--- src/rtl/pps_pkg.sv ---
// Purpose: constants shared by the phase-step control block
// Assumes: system clock clk at 20 MHz samples the reconfiguration clock
// Notes: target select codes follow the counter select map
package pps_pkg;
	localparam int PPS_CLK_HZ = 20000000;
	localparam int PPS_TAPS = 8;
	localparam int PPS_TAP_W = 3;
	localparam int PPS_NUM_C = 5;
	localparam int PPS_SEL_W = 3;
	localparam logic [2:0] PPS_SEL_ALL = 3'h0;
	localparam logic [2:0] PPS_SEL_M = 3'h1;
	localparam logic [2:0] PPS_SEL_C0 = 3'h2;
	localparam logic [2:0] PPS_SEL_C4 = 3'h6;
	localparam logic [2:0] PPS_SEL_NONE = 3'h7;
	localparam logic [2:0] PPS_TAP_RST = 3'h0;
	localparam int PPS_RISE_WAIT = 2;
	localparam int PPS_SETTLE_CYC = 3;
	localparam int PPS_SETTLE_W = 4;
	localparam logic [3:0] PPS_SETTLE_RST = 4'h0;
	typedef enum logic [1:0] {PPS_IDLE, PPS_ARMED, PPS_SHIFT, PPS_HOLD} pps_state_e;
endpackage

--- src/rtl/pps_tap.sv ---
// Purpose: one phase-tap selector, stepped one eighth of the oscillation at a time
// Assumes: step is a one-cycle pulse on clk
// Notes: wraps around the ring of taps in both directions
`timescale 1ns/1ps
module pps_tap #(
	parameter int TAP_W = 3
) (
	// clock and reset
	input wire logic clk,
	input wire logic rst,
	// step control
	input wire logic step,
	input wire logic up,
	// selected tap
	output logic [TAP_W-1:0] tap
);
	logic [TAP_W-1:0] tap_r;
	logic [TAP_W-1:0] tap_nxt;
	// next tap: exactly one position per step, up or down
	always_comb begin
		tap_nxt = tap_r;
		if (step) begin
			if (up)
				tap_nxt = tap_r + TAP_W'(1);
			else
				tap_nxt = tap_r - TAP_W'(1);
		end
	end
	always_ff @(posedge clk) begin
		if (rst)
			tap_r <= '0;
		else
			tap_r <= tap_nxt;
	end
	assign tap = tap_r;
endmodule

--- src/rtl/pps_ctrl.sv ---
// Purpose: dynamic phase-step handshake and phase-tap selection for M and C counters
// Assumes: scan clock arrives as a plain input, sampled by clk much faster than it
// Notes: output clocks are never gated; only the tap index moves
//
// What this block does
// - step the VCO tap for M or a C counter, no scan chain used
// - each step moves the phase by one eighth of the VCO period
// - output clocks keep running while the phase is moved
// - three-bit select picks M, one C counter, or all C counters
// - codes: 0 all, 1 M, 2..6 C0..C4, 7 unassigned
// - direction 1 shifts up, 0 shifts down
// - each step request pulse gives exactly one phase shift
// - the request is sampled on the scan clock falling edge
// - second rising edge after sampling captures select and direction, starts shifting
// - done drops on that same rising edge and stays low until finished
// - done rises from internal timing, not from the scan clock
// - everything is synchronous to clk; the free-running scan clock is only sampled
`timescale 1ns/1ps
module pps_ctrl
	import pps_pkg::*;
#(
	parameter int SETTLE_CYC = pps_pkg::PPS_SETTLE_CYC
) (
	// system clock and reset
	input wire logic clk,
	input wire logic rst,
	// phase-step handshake from core logic
	input wire logic scan_clk,
	input wire logic step_req,
	input wire logic step_up,
	input wire logic [pps_pkg::PPS_SEL_W-1:0] step_sel,
	output logic step_done,
	// tap selections feeding the counters
	output logic [pps_pkg::PPS_TAP_W-1:0] m_tap,
	output logic [pps_pkg::PPS_NUM_C*pps_pkg::PPS_TAP_W-1:0] c_tap
);
	import pps_pkg::*;

	// three-stage input synchronisers; stage 1 only feeds stage 2
	logic [2:0] sck_s_r;
	logic [2:0] req_s_r;
	logic [2:0] up_s_r;
	logic [2:0] sel0_s_r, sel1_s_r, sel2_s_r;
	logic sck_lvl_r, sck_lvl_nxt;
	always_ff @(posedge clk) begin
		if (rst) begin
			sck_s_r <= 3'h0;
			req_s_r <= 3'h0;
			up_s_r <= 3'h0;
			sel0_s_r <= 3'h0;
			sel1_s_r <= 3'h0;
			sel2_s_r <= 3'h0;
			sck_lvl_r <= 1'b0;
		end else begin
			sck_s_r <= {sck_s_r[1:0], scan_clk};
			req_s_r <= {req_s_r[1:0], step_req};
			up_s_r <= {up_s_r[1:0], step_up};
			sel0_s_r <= {sel0_s_r[1:0], step_sel[0]};
			sel1_s_r <= {sel1_s_r[1:0], step_sel[1]};
			sel2_s_r <= {sel2_s_r[1:0], step_sel[2]};
			sck_lvl_r <= sck_lvl_nxt;
		end
	end
	// scan clock level changes only when stages two and three agree
	always_comb begin
		sck_lvl_nxt = sck_lvl_r;
		if (sck_s_r[1] == sck_s_r[2])
			sck_lvl_nxt = sck_s_r[2];
	end
	logic sck_rise, sck_fall;
	assign sck_rise = sck_lvl_nxt & ~sck_lvl_r;
	assign sck_fall = ~sck_lvl_nxt & sck_lvl_r;

	// handshake state
	pps_state_e st_r, st_nxt;
	logic req_seen_r, req_seen_nxt;
	logic [1:0] rise_cnt_r, rise_cnt_nxt;
	logic [PPS_SETTLE_W-1:0] settle_r, settle_nxt;
	logic done_r, done_nxt;
	logic up_r, up_nxt;
	logic [PPS_SEL_W-1:0] sel_r, sel_nxt;
	logic step_p_r, step_p_nxt;
	logic [PPS_SETTLE_W-1:0] settle_len;
	assign settle_len = PPS_SETTLE_W'(SETTLE_CYC);

	// next-state: sample on falling edge, act two rising edges later
	always_comb begin
		st_nxt = st_r;
		req_seen_nxt = req_seen_r;
		rise_cnt_nxt = rise_cnt_r;
		settle_nxt = settle_r;
		done_nxt = done_r;
		up_nxt = up_r;
		sel_nxt = sel_r;
		step_p_nxt = 1'b0;
		// a high request must drop before another is accepted
		if (sck_fall && !req_s_r[2])
			req_seen_nxt = 1'b0;
		case (st_r)
			PPS_IDLE: begin
				if (sck_fall && req_s_r[2] && !req_seen_r) begin
					req_seen_nxt = 1'b1;
					rise_cnt_nxt = 2'h0;
					st_nxt = PPS_ARMED;
				end
			end
			PPS_ARMED: begin
				if (sck_rise) begin
					rise_cnt_nxt = rise_cnt_r + 2'h1;
					if (rise_cnt_r == 2'(PPS_RISE_WAIT - 1)) begin
						up_nxt = up_s_r[2];
						sel_nxt = {sel2_s_r[2], sel1_s_r[2], sel0_s_r[2]};
						done_nxt = 1'b0;
						step_p_nxt = 1'b1;
						st_nxt = PPS_SHIFT;
					end
				end
			end
			PPS_SHIFT: begin
				// the taps move here; clocks stay running throughout
				settle_nxt = settle_len;
				st_nxt = PPS_HOLD;
			end
			PPS_HOLD: begin
				// internal timing ends the low period, independent of scan clock
				if (settle_r <= PPS_SETTLE_W'(1)) begin
					done_nxt = 1'b1;
					st_nxt = PPS_IDLE;
				end else begin
					settle_nxt = settle_r - PPS_SETTLE_W'(1);
				end
			end
			default: st_nxt = PPS_IDLE;
		endcase
	end
	always_ff @(posedge clk) begin
		if (rst) begin
			st_r <= PPS_IDLE;
			req_seen_r <= 1'b0;
			rise_cnt_r <= 2'h0;
			settle_r <= PPS_SETTLE_RST;
			done_r <= 1'b1;
			up_r <= 1'b0;
			sel_r <= PPS_SEL_NONE;
			step_p_r <= 1'b0;
		end else begin
			st_r <= st_nxt;
			req_seen_r <= req_seen_nxt;
			rise_cnt_r <= rise_cnt_nxt;
			settle_r <= settle_nxt;
			done_r <= done_nxt;
			up_r <= up_nxt;
			sel_r <= sel_nxt;
			step_p_r <= step_p_nxt;
		end
	end
	assign step_done = done_r;

	// decode the target select into one step enable per counter
	logic m_step;
	logic [PPS_NUM_C-1:0] c_step;
	always_comb begin
		m_step = step_p_r && (sel_r == PPS_SEL_M);
		for (int i = 0; i < PPS_NUM_C; i++) begin
			c_step[i] = step_p_r && ((sel_r == PPS_SEL_ALL) ||
				(sel_r == PPS_SEL_C0 + 3'(i)));
		end
	end

	// tap selectors: index only, no scan transfer, no clock gating
	pps_tap #(.TAP_W(PPS_TAP_W)) u_m_tap (
		.clk(clk),
		.rst(rst),
		.step(m_step),
		.up(up_r),
		.tap(m_tap)
	);
	genvar g;
	generate
		for (g = 0; g < PPS_NUM_C; g++) begin : g_c
			pps_tap #(.TAP_W(PPS_TAP_W)) u_c_tap (
				.clk(clk),
				.rst(rst),
				.step(c_step[g]),
				.up(up_r),
				.tap(c_tap[g*PPS_TAP_W +: PPS_TAP_W])
			);
		end
	endgenerate
endmodule

--- config.mk ---
export PLATFORM = sky130hd
export DESIGN_NAME = pps_ctrl
export DESIGN_NICKNAME = d
export VERILOG_FILES = /design/src/rtl/pps_pkg.sv /design/src/rtl/pps_tap.sv /design/src/rtl/pps_ctrl.sv
export SDC_FILE = /design/constraint.sdc
export NUM_CORES = 1
export LEC_CHECK = 0
export ABC_AREA = 1
export BUFFER_PORTS_ARGS = -buffer_cell sky130_fd_sc_hd__buf_4
export CORE_AREA = 2 2 66 68
export DETAILED_ROUTE_END_ITERATION = 16
export DIE_AREA = 0 0 68 70
export PLACE_DENSITY = 0.78
export SLEW_MARGIN = 20
export SYNTH_ARGS = -nofsm -noshare
export SYNTH_HDL_FRONTEND = slang
export SYNTH_SLANG_ARGS = --single-unit
--- constraint.sdc ---
create_clock -name clk -period 2.81 [get_ports clk]
set_input_delay 0.1405 -clock clk [delete_from_list [all_inputs] [get_ports clk]]
set_output_delay 0.1405 -clock clk [all_outputs]
set_load 0.02 [all_outputs]
==> impl_metrics.py <==
metrics = {
    "power": {
        "leakagePower_nw": 1.15,
        "total_power_mw": 1.62,
        "power.density_nw_per_um2": 617,
        "peakVddDrop_v": 0.000386,
    },
    "floorplan": {
        "coreArea_um2": 4140,
        "rows": 24,
        "die_w_um": 68,
        "start_util_pct": 55.2,
        "die_area_um2": 4760,
        "fp.dieH_um": 70,
        "ios": 27,
    },
    "cells_and_area": {
        "stdcell_area_um2": 2620,
        "nFillCells": 367,
        "final_common_cell": "dfxtp_1",
        "drive_gt1_share_pct": 16.7,
        "syn_to_final_growth_pct": 14.4,
        "fin_nets": 333,
        "layout_common_cells": "dfxtp_1 (52), nor2_1 (45), inv_1 (43)",
        "diodes": 0,
    },
    "routing": {
        "drt-pass1-iter-count": 4,
        "drc": 0,
        "drt_iter0_markers": 55,
        "ant_nets": 0,
        "drt-total-wl_mm": 3.70,
        "vias": 1728,
        "avgViaCountPerCell": 4.75,
        "post_drt_wl_per_cell_um": 10.2,
    },
    "clocking": {
        "cts_root_buffer": "clkbuf_8",
        "clkLatencyLatePin_ps": 310,
        "ctsResizeCount": 0,
        "post_cts_buffers": 0,
        "htreeDepth": 2,
        "cts_num_sinks": 52,
        "postCtsHoldBufs": 0,
        "cts_tree": "yes",
        "clock_path_buffers": 2,
        "clkTransAtPathRegs_ps": 90,
        "cts_made_buffers": 5,
    },
    "placement": {
        "hpwl_mm": 2.67,
        "postPlaceCellArea_um2": 2510,
        "placement.io_buffers": 26,
        "gp_congestion": 0.813,
        "pre_cts_ws_ps": 965,
    },
    "flow_run": {
        "max_cap_violations": 0,
    },
    "timing": {
        "rsz0062_at_grt": "false",
        "worst_pin_slew_ps": 589,
        "hold_viol": 0,
        "slew_headroom_pct": 60.7,
        "max_freq_mhz": 537,
        "setup_viol": 0,
        "whs_ps": 38.4,
        "finClkSkew_ps": 12.7,
        "setup_ws_ps": 949,
        "drv_slew": 0,
        "period_minus_slack_ps": 1860,
        "finalCritPeriodShare_pct": 66.2,
        "setup_tns_ps": 0,
    },
    "worst_setup_path": {
        "path_class": "reg2reg",
        "worstPathRequired_ps": 3010,
        "endpoint_kind": "flip-flop",
        "worstPathMaxFanout": 8,
        "start_kind": "flip-flop",
        "cp.arrival_ps": 2070,
    },
    "yosys": {
        "syn_area_um2": 2290,
        "yosysWarnings": 0,
        "synth_seq_area_share_pct": 45.5,
        "syn_area_per_cell_um2": 8.06,
        "synth_cell_types": 32,
        "synth-seq-cells": 52,
        "synth_nets": 306,
        "syn_inst": 284,
    },
    "run_status": {
        "status": "complete, no violations",
    },
    "global_routing": {
        "grt_overflow": 0,
        "antenna_found_initial": 0,
        "grt_usage_pct": 18.0,
        "grt_max_degree": 32,
        "grt_pass1_wl_mm": 6.67,
        "grt_pass1_vias": 1569,
    },
    "min_path": {
        "hold_path_class": "in2reg",
    },
}
path summary, 6_finish.rpt:
check                                             from                                 end  slack (ps)  cells past startpoint
worst min register to register  sel1_s_r[0]$_SDFF_PP0_              sel1_s_r[1]$_SDFF_PP0_         400                      2
worst max register to register       up_r$_SDFFE_PP0P_  g_c[1].u_c_tap.tap[2]$_SDFFE_PP0P_         950                      7
worst max-delay path                 up_r$_SDFFE_PP0P_  g_c[1].u_c_tap.tap[2]$_SDFFE_PP0P_         950                      7
worst min-delay path                           step_up                up_s_r[0]$_SDFF_PP0_          40                      3
through the flow:
stage	util (%)	instances
after detailed placement	60.6	356
after global routing	63.2	364
after global placement	60.6	356
after floorplan	-	284
final	63.2	364
after CTS	63.2	364
critical path: stages (launching register included):
cell and delay, ps:
dfxtp_1 540, inv_1 260, fa_1 420, or2_0 220, a21oi_2 160, nand2_1 60
nand2_1 60, nor2_1 40
metal layers:
layer	share of wire [%]	wire length, µm	vias to the layer above	global-route usage [%]
met3	4.0	148	7	5.15
li1	-	-	932	-
met5	0	0	-	0
met4	1.8	68	0	6.44
met2	44	1630	26	27.5
met1	50	1850	763	24.0
synth_stat cells (all sizes together):
library cell,count,share of area [%]
a211oi,1,0.33
a21oi,20,4.7
a31oi,1,0.27
and3,3,0.82
buf,3,1.1
clkbuf,3,0.49
dfxtp,52,45
fa,6,5.2
ha,8,4.4
inv,49,8.0
nand2,40,6.9
nand3,15,3.5
nand4,1,0.27
nor2,50,9.0
nor3,4,0.87
o211a,1,0.44
o211ai,3,0.98
o21ai,15,3.9
or2,2,0.55
xnor2,5,1.9
xor2,2,0.77
sequential cells by signal, summed over array words and instances, names as in the netlist, named ones only:
register / cells
sck_lvl_r: 1
sel_r: 3
st_r: 2
req_s_r: 3
rise_cnt_r: 2
sck_s_r: 3
step_p_r: 1
sel1_s_r: 3
step_done: 1
sel0_s_r: 3
up_r: 1
g_c.u_c_tap.tap: 15
settle_r: 4
sel2_s_r: 3
up_s_r: 3
u_m_tap.tap: 3
report_power, final:
group	internal, mW	switching (mW)
clock	0.264	0.238
sequential	0.779	0.0322
combinational	0.116	0.186
area by class of cell:
class                      instances  area, µm²  area share, %
tap                               52       65.1           2.48
clock buffer                       6       72.6           2.77
clock inverter                     2       35.0           1.34
timing repair buffer              26        195           7.45
multi-input combinational        177       1030           39.2
sequential                        52       1040           39.8
inverter                          49        184           7.02
logic make-up (layout without fill, tap and decap cells):
family	count (synthesis)	count (layout)	share of synthesized area, %
AO/OA/AOI/OAI	41	41	10.7
XOR/XNOR	7	7	2.68
adder cells (fa/ha/maj)	14	14	9.62
buffers and inverters	55	83	9.68
flip-flops	52	52	45.5
AND/OR/NAND/NOR	115	115	21.9
(Power assumes the default switching activity.)
